File: config.mk
export PLATFORM = sky130hd
export DESIGN_NAME = setup_frame_filter
export DESIGN_NICKNAME = d
export VERILOG_FILES = /design/src/common/setup_filter_pkg.sv /design/src/common/table_mem_if.sv /design/src/rtl/setup_frame_filter.sv /design/src/rtl/setup_table_mem.sv
export SDC_FILE = /design/constraint.sdc
export NUM_CORES = 1
export LEC_CHECK = 0
export BUFFER_PORTS_ARGS = -buffer_cell sky130_fd_sc_hd__buf_4
export CORE_MARGIN = 10
export CORE_UTILIZATION = 50
export CTS_CLUSTER_DIAMETER = 200
export DETAILED_ROUTE_END_ITERATION = 7
export PLACE_DENSITY = 0.79
export SLEW_MARGIN = 20
export SYNTH_ARGS = -nofsm -noshare
export SYNTH_HDL_FRONTEND = slang
export SYNTH_HIERARCHICAL = 1
export SYNTH_SLANG_ARGS = --single-unit
File: constraint.sdc
create_clock -name clk_i -period 10.3 [get_ports clk_i]
set_clock_uncertainty 0.1 [all_clocks]
set_input_delay 0.515 -clock clk_i [delete_from_list [all_inputs] [get_ports clk_i]]
set_output_delay 0.515 -clock clk_i [all_outputs]
set_load 0.1 [all_outputs]
File: src/common/setup_filter_pkg.sv
//
// Contract
// - Filter type 00 on a setup descriptor loads 16 addresses, selects perfect filtering.
// - Type 01 loads 512-bit hash plus one exact physical address.
// - Type 10 loads 16 addresses; accept non-matching, reject matching destinations.
// - Type 11 loads only the hash; all destinations filtered by hash.
// - Filter-type bits count only when the filter_load_flag bit 27 is set.
// - Third descriptor word is the full first buffer address.
// - Fourth descriptor word is the full second buffer address.
// - Transmit status bits invalid for the termination cause are reported as zero.
// - A setup frame is never transmitted nor looped back.
// - Receive logic is disconnected from the medium while a setup frame loads.
// - Setup descriptor closes with ownership cleared and all other bits set.
// - Setup waits for running transmit, drained queue and finished reception.
// - Setup processing leaves the receive process state unchanged.
// - Perfect mode compares 16 full addresses; inverse bit flips the verdict.
// - Bit 0 of the first destination byte marks a multicast address.
// - Multicast hash uses the Ethernet CRC of 6 bytes, 9 bits index.
// - Hash bits count from bit 0 of each longword onward through longwords.
`default_nettype none
package setup_filter_pkg;

	// ==========================================================
	// Register bus
	localparam int          BUS_AW          = 4;
	localparam logic [3:0]  REG_MODE_ADDR   = 4'h0;
	localparam logic [3:0]  REG_STATUS_ADDR = 4'h4;
	localparam logic [31:0] MODE_RESET      = 32'h0000_0000;
	localparam int          MODE_HASH_BIT   = 0;
	localparam int          MODE_HONLY_BIT  = 2;
	localparam int          MODE_INV_BIT    = 4;
	localparam int          MODE_PROM_BIT   = 6;
	localparam int          STAT_LOADED_BIT = 0;
	localparam int          STAT_DISC_BIT   = 1;
	localparam int          STAT_BUSY_BIT   = 2;

	// ==========================================================
	// Descriptor control word fields
	localparam int CTRL_FT_HIGH_BIT = 28;
	localparam int CTRL_FT_LOW_BIT  = 22;
	localparam int CTRL_SETUP_BIT   = 27;
	localparam int LEN_W            = 11;
	localparam int LEN_ONE_LSB      = 0;
	localparam int LEN_TWO_LSB      = 11;
	localparam logic [LEN_W-1:0] LEN_ZERO = 11'h000;
	localparam logic [1:0] FT_PERFECT   = 2'h0;
	localparam logic [1:0] FT_HASH      = 2'h1;
	localparam logic [1:0] FT_INVERSE   = 2'h2;
	localparam logic [1:0] FT_HASH_ONLY = 2'h3;
	localparam logic [31:0] CLOSE_WORD  = 32'h7FFF_FFFF;

	// ==========================================================
	// Filter table
	localparam int TBL_AW    = 6;
	localparam int TBL_DW    = 16;
	localparam int TBL_WORDS = 48;
	localparam logic [TBL_AW-1:0] TBL_FIRST      = 6'h00;
	localparam logic [TBL_AW-1:0] TBL_LAST       = 6'h2F;
	localparam logic [TBL_AW-1:0] HASH_PHYS_BASE = 6'h27;
	localparam logic [TBL_AW-1:0] HASH_PHYS_LAST = 6'h29;
	localparam logic [1:0] PART_FIRST = 2'h0;
	localparam logic [1:0] PART_MID   = 2'h1;
	localparam logic [1:0] PART_LAST  = 2'h2;
	localparam int HASH_W = 9;
	localparam logic [31:0] CRC_INIT = 32'hFFFF_FFFF;
	localparam logic [31:0] CRC_POLY = 32'hEDB8_8320;

	// ==========================================================
	// Transmit status validity masks
	localparam logic [31:0] MASK_ALL       = 32'hFFFF_FFFF;
	localparam logic [31:0] MASK_UNDERFLOW = 32'hFFFF_F37F;
	localparam logic [31:0] MASK_EXCESS    = 32'hFFFF_FF87;
	localparam logic [31:0] MASK_WATCHDOG  = 32'hFFFF_C47B;

	typedef enum logic [2:0] {
		CAUSE_NORMAL,
		CAUSE_UNDERFLOW,
		CAUSE_EXCESS,
		CAUSE_WATCHDOG,
		CAUSE_LOOPBACK
	} tx_cause_e;

endpackage
`default_nettype wire

File: src/common/table_mem_if.sv
`default_nettype none
interface table_mem_if;
	import setup_filter_pkg::*;
	logic              wr_en;
	logic [TBL_AW-1:0] wr_addr;
	logic [TBL_DW-1:0] wr_data;
	logic              rd_en;
	logic [TBL_AW-1:0] rd_addr;
	logic [TBL_DW-1:0] rd_data;
	modport ctrl (output wr_en, wr_addr, wr_data, rd_en, rd_addr, input rd_data);
	modport mem  (input wr_en, wr_addr, wr_data, rd_en, rd_addr, output rd_data);
endinterface
`default_nettype wire

File: src/rtl/setup_frame_filter.sv
`default_nettype none
module setup_frame_filter
	import setup_filter_pkg::*;
(
	input  wire logic                   clk_i,
	input  wire logic                   rst_i,
	input  wire logic [BUS_AW-1:0]      avs_address_i,
	input  wire logic                   avs_read_i,
	input  wire logic                   avs_write_i,
	input  wire logic [31:0]            avs_writedata_i,
	output logic [31:0]                 avs_readdata_o,
	output logic                        avs_waitrequest_o,
	input  wire logic                   desc_valid_i,
	output logic                        desc_ready_o,
	input  wire logic [31:0]            desc_control_i,
	input  wire logic [31:0]            desc_first_ptr_i,
	input  wire logic [31:0]            desc_second_ptr_i,
	output logic [31:0]                 buf_one_addr_o,
	output logic [31:0]                 buf_two_addr_o,
	output logic                        xmit_valid_o,
	input  wire logic                   setup_data_valid_i,
	output logic                        setup_data_ready_o,
	input  wire logic [31:0]            setup_data_i,
	output logic                        close_valid_o,
	output logic [31:0]                 close_word_o,
	input  wire logic                   tx_running_i,
	input  wire logic                   tx_drained_i,
	input  wire logic                   rx_busy_i,
	output logic                        rx_disconnect_o,
	input  wire logic                   tx_done_i,
	input  wire setup_filter_pkg::tx_cause_e tx_cause_i,
	input  wire logic [31:0]            tx_raw_status_i,
	output logic                        tx_status_valid_o,
	output logic [31:0]                 tx_status_o,
	input  wire logic                   dest_valid_i,
	output logic                        dest_ready_o,
	input  wire logic [47:0]            dest_addr_i,
	output logic                        verdict_valid_o,
	output logic                        verdict_accept_o
);
	import setup_filter_pkg::*;

	// ==========================================================
	// State and storage
	typedef enum logic [1:0] {S_IDLE, S_WAIT, S_LOAD, S_CLOSE} setup_state_e;
	typedef enum logic [1:0] {F_IDLE, F_READ, F_COMPARE, F_DONE} filt_state_e;

	setup_state_e      s_state_reg;
	filt_state_e       f_state_reg;
	logic [31:0]       mode_reg;
	logic              loaded_reg;
	logic [31:0]       ctrl_reg;
	logic [31:0]       buf_one_reg;
	logic [31:0]       buf_two_reg;
	logic              xmit_reg;
	logic              close_reg;
	logic [TBL_AW-1:0] load_cnt_reg;
	logic              ack_reg;
	logic [31:0]       rdata_reg;
	logic              txs_valid_reg;
	logic [31:0]       txs_reg;
	logic [47:0]       dest_reg;
	logic [HASH_W-1:0] hash_idx_reg;
	logic              hash_look_reg;
	logic [TBL_AW-1:0] scan_addr_reg;
	logic [TBL_AW-1:0] scan_last_reg;
	logic [1:0]        part_reg;
	logic              entry_ok_reg;
	logic              any_hit_reg;
	logic              accept_reg;

	table_mem_if tbl ();

	setup_table_mem u_table (
		.clk_i (clk_i),
		.rst_i (rst_i),
		.tbl   (tbl)
	);

	// ==========================================================
	// Ethernet CRC over the six destination bytes, first byte first, LSB first.
	function automatic logic [HASH_W-1:0] hash_index(input logic [47:0] addr);
		logic [31:0] crc;
		crc = CRC_INIT;
		for (int i = 0; i < 48; i++) begin
			if (crc[0] ^ addr[i]) begin
				crc = (crc >> 1) ^ CRC_POLY;
			end else begin
				crc = crc >> 1;
			end
		end
		return crc[HASH_W-1:0];
	endfunction

	// ==========================================================
	// Decoding
	wire        bus_req      = (avs_read_i | avs_write_i) & ~ack_reg;
	wire        sel_mode     = avs_address_i == REG_MODE_ADDR;
	wire        sel_status   = avs_address_i == REG_STATUS_ADDR;
	wire        sw_mode_wr   = ack_reg & avs_write_i & sel_mode;
	wire [1:0]  ft_bits      = {ctrl_reg[CTRL_FT_HIGH_BIT], ctrl_reg[CTRL_FT_LOW_BIT]};
	wire        is_setup     = desc_control_i[CTRL_SETUP_BIT];
	wire        take_desc    = desc_valid_i & desc_ready_o;
	wire        len_one_zero = ctrl_reg[LEN_ONE_LSB +: LEN_W] == LEN_ZERO;
	wire        len_two_zero = ctrl_reg[LEN_TWO_LSB +: LEN_W] == LEN_ZERO;
	wire        quiet        = tx_running_i & tx_drained_i & ~rx_busy_i & (f_state_reg == F_IDLE);
	wire        load_beat    = setup_data_valid_i & setup_data_ready_o;
	wire        load_done    = load_beat & (load_cnt_reg == TBL_LAST);
	wire        hw_mode_wr   = (s_state_reg == S_CLOSE) & ctrl_reg[CTRL_SETUP_BIT];
	wire        take_dest    = dest_valid_i & dest_ready_o;
	wire        mode_hash    = mode_reg[MODE_HASH_BIT];
	wire        mode_honly   = mode_reg[MODE_HONLY_BIT];
	wire        mode_inv     = mode_reg[MODE_INV_BIT];
	wire        mode_prom    = mode_reg[MODE_PROM_BIT];
	wire        dest_multi   = dest_addr_i[0];
	wire        use_hash     = mode_honly | (mode_hash & dest_multi);
	wire [HASH_W-1:0] new_idx = hash_index(dest_addr_i);
	wire [TBL_DW-1:0] dest_chunk = (part_reg == PART_FIRST) ? dest_reg[15:0] :
	                               (part_reg == PART_MID)   ? dest_reg[31:16] :
	                                                          dest_reg[47:32];
	wire        word_ok      = tbl.rd_data == dest_chunk;
	wire        hash_bit     = tbl.rd_data[hash_idx_reg[3:0]];
	wire        entry_hit    = (part_reg == PART_LAST) & entry_ok_reg & word_ok;
	wire        hit_final    = hash_look_reg ? hash_bit : (any_hit_reg | entry_hit);
	wire        scan_end     = scan_addr_reg == scan_last_reg;
	wire        perfect_now  = ~mode_hash & ~mode_honly;
	wire [31:0] status_word  = {29'h0000_0000, s_state_reg != S_IDLE, rx_disconnect_o,
	                            loaded_reg};
	wire [31:0] valid_mask   = (tx_cause_i == CAUSE_UNDERFLOW) ? MASK_UNDERFLOW :
	                           (tx_cause_i == CAUSE_LOOPBACK)  ? MASK_UNDERFLOW :
	                           (tx_cause_i == CAUSE_EXCESS)    ? MASK_EXCESS :
	                           (tx_cause_i == CAUSE_WATCHDOG)  ? MASK_WATCHDOG :
	                                                             MASK_ALL;

	// ==========================================================
	// Outputs and table port
	assign avs_waitrequest_o  = (avs_read_i | avs_write_i) & ~ack_reg;
	assign avs_readdata_o     = rdata_reg;
	assign desc_ready_o       = s_state_reg == S_IDLE;
	assign buf_one_addr_o     = buf_one_reg;
	assign buf_two_addr_o     = buf_two_reg;
	assign xmit_valid_o       = xmit_reg;
	assign setup_data_ready_o = s_state_reg == S_LOAD;
	assign close_valid_o      = close_reg;
	assign close_word_o       = CLOSE_WORD;
	// Disconnecting the receiver only gates the medium; receive state is untouched.
	assign rx_disconnect_o    = (s_state_reg == S_LOAD) | (s_state_reg == S_CLOSE);
	assign tx_status_valid_o  = txs_valid_reg;
	assign tx_status_o        = txs_reg;
	assign dest_ready_o       = (f_state_reg == F_IDLE) & ~rx_disconnect_o;
	assign verdict_valid_o    = f_state_reg == F_DONE;
	assign verdict_accept_o   = accept_reg;
	assign tbl.wr_en          = load_beat;
	assign tbl.wr_addr        = load_cnt_reg;
	assign tbl.wr_data        = setup_data_i[TBL_DW-1:0];
	assign tbl.rd_en          = f_state_reg == F_READ;
	assign tbl.rd_addr        = scan_addr_reg;

	// ==========================================================
	// Register bus: every access is answered one cycle after it appears.
	always_ff @(posedge clk_i) begin
		if (rst_i) begin
			ack_reg   <= 1'b0;
			rdata_reg <= '0;
		end else begin
			ack_reg   <= bus_req;
			rdata_reg <= ~(bus_req & avs_read_i) ? rdata_reg :
			             sel_mode ? mode_reg : sel_status ? status_word : '0;
		end
	end

	// The setup frame wins over a software write in the same cycle.
	always_ff @(posedge clk_i) begin
		if (rst_i) begin
			mode_reg <= MODE_RESET;
		end else if (hw_mode_wr) begin
			mode_reg[MODE_HASH_BIT]  <= ft_bits == FT_HASH;
			mode_reg[MODE_HONLY_BIT] <= ft_bits == FT_HASH_ONLY;
			mode_reg[MODE_INV_BIT]   <= ft_bits == FT_INVERSE;
		end else if (sw_mode_wr) begin
			mode_reg <= avs_writedata_i;
		end
	end

	// ==========================================================
	// Descriptor and setup frame sequencing
	always_ff @(posedge clk_i) begin
		if (rst_i) begin
			s_state_reg  <= S_IDLE;
			ctrl_reg     <= '0;
			buf_one_reg  <= '0;
			buf_two_reg  <= '0;
			xmit_reg     <= 1'b0;
			close_reg    <= 1'b0;
			load_cnt_reg <= TBL_FIRST;
			loaded_reg   <= 1'b0;
		end else begin
			xmit_reg  <= 1'b0;
			close_reg <= 1'b0;
			case (s_state_reg)
				S_IDLE: begin
					if (take_desc) begin
						ctrl_reg    <= desc_control_i;
						buf_one_reg <= desc_first_ptr_i;
						buf_two_reg <= desc_second_ptr_i;
						if (is_setup) begin
							s_state_reg <= S_WAIT;
						end else begin
							xmit_reg <= 1'b1;
						end
					end
				end
				S_WAIT: begin
					if (quiet) begin
						load_cnt_reg <= TBL_FIRST;
						// A zero-length setup descriptor only switches the mode.
						s_state_reg  <= (len_one_zero & len_two_zero) ? S_CLOSE : S_LOAD;
					end
				end
				S_LOAD: begin
					if (load_beat) begin
						load_cnt_reg <= load_cnt_reg + 6'h01;
					end
					if (load_done) begin
						loaded_reg  <= 1'b1;
						s_state_reg <= S_CLOSE;
					end
				end
				S_CLOSE: begin
					close_reg   <= 1'b1;
					s_state_reg <= S_IDLE;
				end
				default: begin
					s_state_reg <= S_IDLE;
				end
			endcase
		end
	end

	// ==========================================================
	// Transmit completion status
	always_ff @(posedge clk_i) begin
		if (rst_i) begin
			txs_valid_reg <= 1'b0;
			txs_reg       <= '0;
		end else begin
			txs_valid_reg <= tx_done_i;
			if (tx_done_i) begin
				txs_reg <= tx_raw_status_i & valid_mask;
			end
		end
	end

	// ==========================================================
	// Destination filter: one table word per two cycles, so a perfect
	// scan costs about a hundred cycles per frame; cheap in area, and
	// well inside a minimum frame time.
	always_ff @(posedge clk_i) begin
		if (rst_i) begin
			f_state_reg   <= F_IDLE;
			dest_reg      <= '0;
			hash_idx_reg  <= '0;
			hash_look_reg <= 1'b0;
			scan_addr_reg <= TBL_FIRST;
			scan_last_reg <= TBL_LAST;
			part_reg      <= PART_FIRST;
			entry_ok_reg  <= 1'b1;
			any_hit_reg   <= 1'b0;
			accept_reg    <= 1'b0;
		end else begin
			case (f_state_reg)
				F_IDLE: begin
					if (take_dest) begin
						dest_reg      <= dest_addr_i;
						hash_idx_reg  <= new_idx;
						hash_look_reg <= use_hash;
						part_reg      <= PART_FIRST;
						entry_ok_reg  <= 1'b1;
						any_hit_reg   <= 1'b0;
						if (mode_prom) begin
							accept_reg  <= 1'b1;
							f_state_reg <= F_DONE;
						end else begin
							f_state_reg <= F_READ;
						end
						if (use_hash) begin
							scan_addr_reg <= {1'b0, new_idx[HASH_W-1:4]};
						end else if (mode_hash) begin
							scan_addr_reg <= HASH_PHYS_BASE;
							scan_last_reg <= HASH_PHYS_LAST;
						end else begin
							scan_addr_reg <= TBL_FIRST;
							scan_last_reg <= TBL_LAST;
						end
					end
				end
				F_READ: begin
					f_state_reg <= F_COMPARE;
				end
				F_COMPARE: begin
					if (hash_look_reg | scan_end) begin
						accept_reg  <= (perfect_now & mode_inv) ? ~hit_final : hit_final;
						f_state_reg <= F_DONE;
					end else begin
						scan_addr_reg <= scan_addr_reg + 6'h01;
						f_state_reg   <= F_READ;
					end
					if (part_reg == PART_LAST) begin
						part_reg     <= PART_FIRST;
						entry_ok_reg <= 1'b1;
						any_hit_reg  <= any_hit_reg | entry_hit;
					end else begin
						part_reg     <= part_reg + 2'h1;
						entry_ok_reg <= entry_ok_reg & word_ok;
					end
				end
				F_DONE: begin
					f_state_reg <= F_IDLE;
				end
				default: begin
					f_state_reg <= F_IDLE;
				end
			endcase
		end
	end
endmodule
`default_nettype wire

File: src/rtl/setup_table_mem.sv
`default_nettype none
module setup_table_mem
	import setup_filter_pkg::*;
(
	input  wire logic  clk_i,
	input  wire logic  rst_i,
	table_mem_if.mem   tbl
);
	logic [TBL_DW-1:0] store [TBL_WORDS];
	logic [TBL_DW-1:0] rd_data_reg;

	assign tbl.rd_data = rd_data_reg;

	always_ff @(posedge clk_i) begin
		if (tbl.wr_en) begin
			store[tbl.wr_addr] <= tbl.wr_data;
		end
	end

	// Read data come one cycle after the read strobe.
	always_ff @(posedge clk_i) begin
		if (rst_i) begin
			rd_data_reg <= '0;
		end else if (tbl.rd_en) begin
			rd_data_reg <= store[tbl.rd_addr];
		end
	end
endmodule
`default_nettype wire

* Word level (Yosys, flattened, before mapping) *
Memories as Yosys holds them, arrays and structs flattened. A register that Yosys moved wholly into a read port is not among the register bits.
Index checks and enable logic that the tools add are counted.
Widths: inputs -> output; s select.

word-level totals
  bits in registers = 274
  bits in latches = 0
  bits in writable memories = 768
  memory bits (read-only) = 0
  bits of input ports = 258
  output and inout port bits = 170
  logic and storage cells = 310
  memories kept = 1

cells by class
  $add $sub $neg = 3
  $mul = 0
  div/mod/pow operators = 0
  $lt $le $gt $ge = 1
  eq/ne operators = 29
  shift operators = 0
  muxes and demuxes = 100
  bitwise logic cells = 130
  reduce and logical (&&, ||, !) cells = 22

memories
  memory         depth  width  read ports  clocked after memory_dff  wr ports  RTL line              text
  u_table.store  48     16     1           1                         1         setup_table_mem.sv:9  logic [TBL_DW-1:0] store [TBL_WORDS];

operators with widths
  kind              count
  $mux 32           26
  $not 13->14       24
  $mux 16           6
  $mux 10           6
  $mux 14           4
  $mux 28           2
  $mux 25           2
  $xor 1x1->1       47
  $mux 22           2
  $mux 6            6
  $and 32x32->32    1
  $mux 31           1
  $mux 30           1
  $mux 27           1
  $mux 24           1
  $pmux 6 s2        2
  $logic_not 11->1  2
  $not 11->11       2
  $mux 21           1
  $and 1x1->1       20
  $mux 20           1
  $mux 1            18
  $mux 2            9
  $not 3->3         6
  40 further kinds  94

* Depth between registers and ports, before layout *
  word-level depth = 98
  mapped depth = 12
  mapped depth without buffers = 10

* By module *
The synthesis kept the hierarchy.

modules (own cells, without submodules)
  module              instances  cells each  area each (um2)  seq. area each (um2)
  setup_table_mem     1          1463        30442.9          23382.4
  setup_frame_filter  1          1582        14277.4          5305.1

* Worst setup path before layout *
No wires, ideal clock.

  path kind = register to register
  start = reg s_state_reg[0]
  end = reg scan_addr_reg[1]
  library setup time = 0.058 ns
  arrival time = 5.231 ns
  required time = 10.142 ns
  path slack = 4.911 ns
  cell stages (with the launch flop) = 11
  buffers on the path = 0
  clock period less this slack = 5.389 ns
  path through = dfxtp_1 inv_1 ha_1 nor2_1 inv_1 nor3_1 nand2_1 nand2_1 nor2_1 a2111oi_0 a21o_1

between the ends
  longest elaborated chain between the ends = 7
  elaborated cells on any way between the ends = 8
  classes of those cells = eq/ne (3); bitwise (4); reduce/logical (1)

ends and longest elaborated chain
  what                               RTL line                   text
  start: declaration                 setup_frame_filter.sv:48   setup_state_e s_state_reg;
  start signal: assignment           setup_frame_filter.sv:217  s_state_reg <= (len_one_zero & len_two_zero) ? S_CLOSE : S_LOAD;
  $eq 2x2->1                         n/a
  net setup_data_ready_o             setup_frame_filter.sv:22   output logic setup_data_ready_o,
  $or 1x1->1                         setup_frame_filter.sv:147  assign rx_disconnect_o = (s_state_reg == S_LOAD) | (s_state_reg == S_CLOSE);
  net rx_disconnect_o                setup_frame_filter.sv:29   output logic rx_disconnect_o,
  $not 1->1                          setup_frame_filter.sv:150  assign dest_ready_o = (f_state_reg == F_IDLE) & ~rx_disconnect_o;
  $and 1x1->1                        setup_frame_filter.sv:150
  net dest_ready_o                   setup_frame_filter.sv:36   output logic dest_ready_o,
  $and 1x1->1                        setup_frame_filter.sv:110  wire take_dest = dest_valid_i & dest_ready_o;
  $ne 2x2->1 (no source line)        n/a
  $reduce_and 3->1 (no source line)  n/a
  end signal: assignment             setup_frame_filter.sv:287  scan_addr_reg <= {1'b0, new_idx[HASH_W-1:4]};
  end signal: assignment             setup_frame_filter.sv:305  scan_addr_reg <= scan_addr_reg + 6'h01;
  end: declaration                   setup_frame_filter.sv:65   logic [TBL_AW-1:0] scan_addr_reg;

The timed path passes the listed nets, and every way through them passes these cells.
A chain may end at the register's enable or synchronous reset.

==> results.py <==
metrics = {
    "run_status": {
        "status": "completed",
    },
    "synth": {
        "syn-cell-area_mm2": 0.0447,
        "ys_seq_area_share_pct": 64.1,
        "synth_edf_count": 768,
        "synthSimpleGateAreaFrac_pct": 7.05,
        "synth_cell_type_count": 78,
        "synth.avg_cell_area_um2": 14.7,
        "synth_compound_area_share_pct": 5.67,
        "synthCells": 3045,
        "netlist_top_cells_area": "edfxtp_1 52%, dfxtp_1 13%, mux4_2 6.4%, mux2i_1 3.5%, nand2_1 3.5%",
        "synth_flop_cell": "edfxtp_1",
        "synthAdderAreaFrac_pct": 0.168,
        "ys_async_sr_fraction_pct": 0,
        "synth_xor_area_share_pct": 8.59,
        "ys_warn_count": 6,
        "synth_top_family_by_area": "multiplexers",
        "synth.top_cell.area_share_pct": 51.6,
        "muxShareOfSynthArea_pct": 11.5,
        "synth_seq_cells": 1049,
        "yosysTopAreaCell": "edfxtp_1",
    },
    "floorplan": {
        "die_height_um": 319,
        "fp.dieArea_mm2": 0.102,
        "core_area_mm2": 0.0885,
        "rows": 109,
        "initial_core_util_pct": 50.5,
        "die_x_um": 319,
        "ios": 428,
    },
    "placed_design": {
        "numPortBuffers": 372,
        "dp_hpwl_mm": 74.7,
        "dp_cells": 4469,
        "gp_congestion": 0.883,
    },
    "critical_path": {
        "endpoint_kind": "flip-flop",
        "reg2reg_from": "scan_addr_reg[0]$_SDFFE_PP0P_",
        "ff2ff_path_depth": 7,
        "setup.worst_path.class": "reg -> reg",
        "cp_max_fo": 45,
        "worstSetupStartpointType": "flip-flop",
        "worstReg2RegEnd": "u_table/tbl.rd_data[5]$_SDFFE_PP0P_",
        "rrSetupSlack_ns": 5.99,
        "worstPathRequired_ns": 10.75,
        "cp.arrival_ns": 4.77,
    },
    "cells_and_area": {
        "area_growth_pct": 19.0,
        "drive_gt1_share_pct": 22.0,
        "layout.nets": 3806,
        "largest_reg_flops": 768,
        "layoutNonFillerInstCount": 4798,
        "fin_util_pct": 60.1,
    },
    "timing": {
        "clock.fmax_ghz": 0.232,
        "worstMarginPinSlew_ns": 1.17,
        "setup_tns_ns": 0,
        "rsz0062_at_grt": "false",
        "final-setup-viol-count": 0,
        "hold_viol_final": 0,
        "whs_ns": 0.0158,
        "final_max_slew_viol_count": 0,
        "finalCritPeriodShare_pct": 41.9,
        "relSlewSlack_pct": 21.9,
        "min_period_ns": 4.31,
    },
    "power": {
        "pwr-share-seq_pct": 28.9,
        "p_sw_uw": 5760,
        "clkPwrFrac_pct": 22.5,
        "combPwrFrac_pct": 48.7,
        "leakage_uw": 0.0186,
        "worst_ir_drop_vdd_mv": 0.951,
        "p_int_uw": 11000,
        "fin_total_pwr_uw": 16700,
        "p_per_area_mw_per_mm2": 315,
        "p_sw_share_pct": 34.4,
    },
    "drt": {
        "first_pass_iters": 5,
        "drt-total-wl_mm": 121,
        "drcViolationCount": 0,
        "drtIter0Drc": 3781,
        "via_count": 28246,
        "wl_per_cell_um": 25.2,
        "vias_per_cell": 5.89,
        "drtAntennaViolNets": 0,
    },
    "grt": {
        "grt_max_degree": 113,
        "grt_pass1_vias": 28097,
        "grt_pass1_wl_mm": 180,
        "antenna_found_initial": 7,
        "overflow": 0,
        "gr-usage-all-layers_pct": 23.0,
    },
    "cts": {
        "cts_max_path_buffers": 3,
        "htreeDepth": 3,
        "cts.sinks": 1049,
        "clkSlewWorstSetupHoldPaths_ns": 0.07,
        "cts-buffers-inserted": 101,
        "clk_latency_ns": 0.66,
        "cts_tree": "built",
        "clockRootBuffer": "clkbuf_16",
    },
    "min_path": {
        "min_path_cells": 3,
        "holdCritPathClass": "in -> reg",
        "min_to": "tx_status_o[26]$_SDFFE_PP0P_",
        "min_from": "tx_raw_status_i[26]",
    },
    "run": {
        "drv_cap": 0,
    },
}
cell type report:
class	instances	area, µm²
tap	1165	1460
antenna	5	12.5
fill	6294	35300
timing repair buffer	580	4710
multi-input combinational	1799	14900
sequential	1049	28700
clock buffer	123	2670
inverter	11	41.3
clock inverter	66	713
layer usage:
metal  part of all wire, %  global-route usage, %
met5                 0.034                      0
met1                    38                   29.4
met2                    49                   38.2
met3                   9.4                   4.90
met4                   4.1                   9.26
worst max-delay path by stage:
stage	start	endpoint	slack, ns	cells past startpoint
after floorplan	s_state_reg[0]$_SDFFE_PP0P_	scan_addr_reg[1]$_SDFFE_PP0P_	4.91	10
after global placement	dest_addr_i[0]	hash_idx_reg[3]$_SDFFE_PP0P_	5.82	11
after detailed placement	dest_addr_i[0]	hash_idx_reg[3]$_SDFFE_PP0P_	5.77	11
after CTS	scan_addr_reg[0]$_SDFFE_PP0P_	u_table/tbl.rd_data[5]$_SDFFE_PP0P_	5.94	7
after global routing	scan_addr_reg[0]$_SDFFE_PP0P_	u_table/tbl.rd_data[14]$_SDFFE_PP0P_	5.72	7
final	scan_addr_reg[0]$_SDFFE_PP0P_	u_table/tbl.rd_data[5]$_SDFFE_PP0P_	5.99	7
cell usage after synthesis (50+ instances only):
library cell	n
clkbuf_1	105
a21oi_1	213
mux2i_1	156
nor2_1	157
mux4_2	127
nand2_1	414
xor2_1	50
dfxtp_1	281
xnor2_1	149
edfxtp_1	768
xnor3_1	58
a22oi_1	52
worst max-delay path: stages (launching register included):
cell and delay [ns]:
dfxtp_4 0.90, buf_4 0.68, buf_4 0.71, mux4_2 0.60, nor2b_1 0.16, a211oi_1 0.53
nor3_1 0.18, a32o_1 0.26
stage by stage:
stage	area, µm²	worst slack, ns
2_1_floorplan	44800	4.91
3_3_place_gp	48500	5.82
3_5_place_dp	48500	5.77
4_1_cts	53200	5.94
5_1_grt	53200	5.72
6_report	53200	5.99
cells in the final DEF (no fill, tap or decap), types with 17 or more instances in the layout:
cell           instances
edfxtp_1             768
buf_4                443
nand2_1              411
dfxtp_1              277
a21oi_1              213
nor2_1               156
mux2i_1              156
xnor2_1              149
dlygate4sd3_1        135
mux4_2               127
clkbuf_16            102
xnor3_1               58
a22oi_1               52
xor2_1                50
nor2b_1               41
nand3_1               41
o21ai_0               33
conb_1                32
mux4_1                20
mux2_2                19
nor3_1                17
o22ai_1               17
power groups by stage:
stage          clock (µW)  sequential [µW]  combinational (µW)
2_1_floorplan           0             5210                6460
3_3_place_gp            0             4910                7990
3_5_place_dp            0             4910                8060
4_1_cts              3810             4820                8160
5_1_grt              3990             4840                8610
6_report             3760             4830                8150
kinds of logic after synthesis:
logic type	after synthesis
xor+xnor	292
buf+inv	227
fa+ha+maj	6
compound gates	409
flops	1049
simple gates	738
other cells	2
mux	322
what timing repair did:
item	CTS	global route
hold buffers	135	0
hold endpoints to repair	135	0
buffers inserted	0	0
resized for setup	0	0
(Power assumes the default switching activity.)
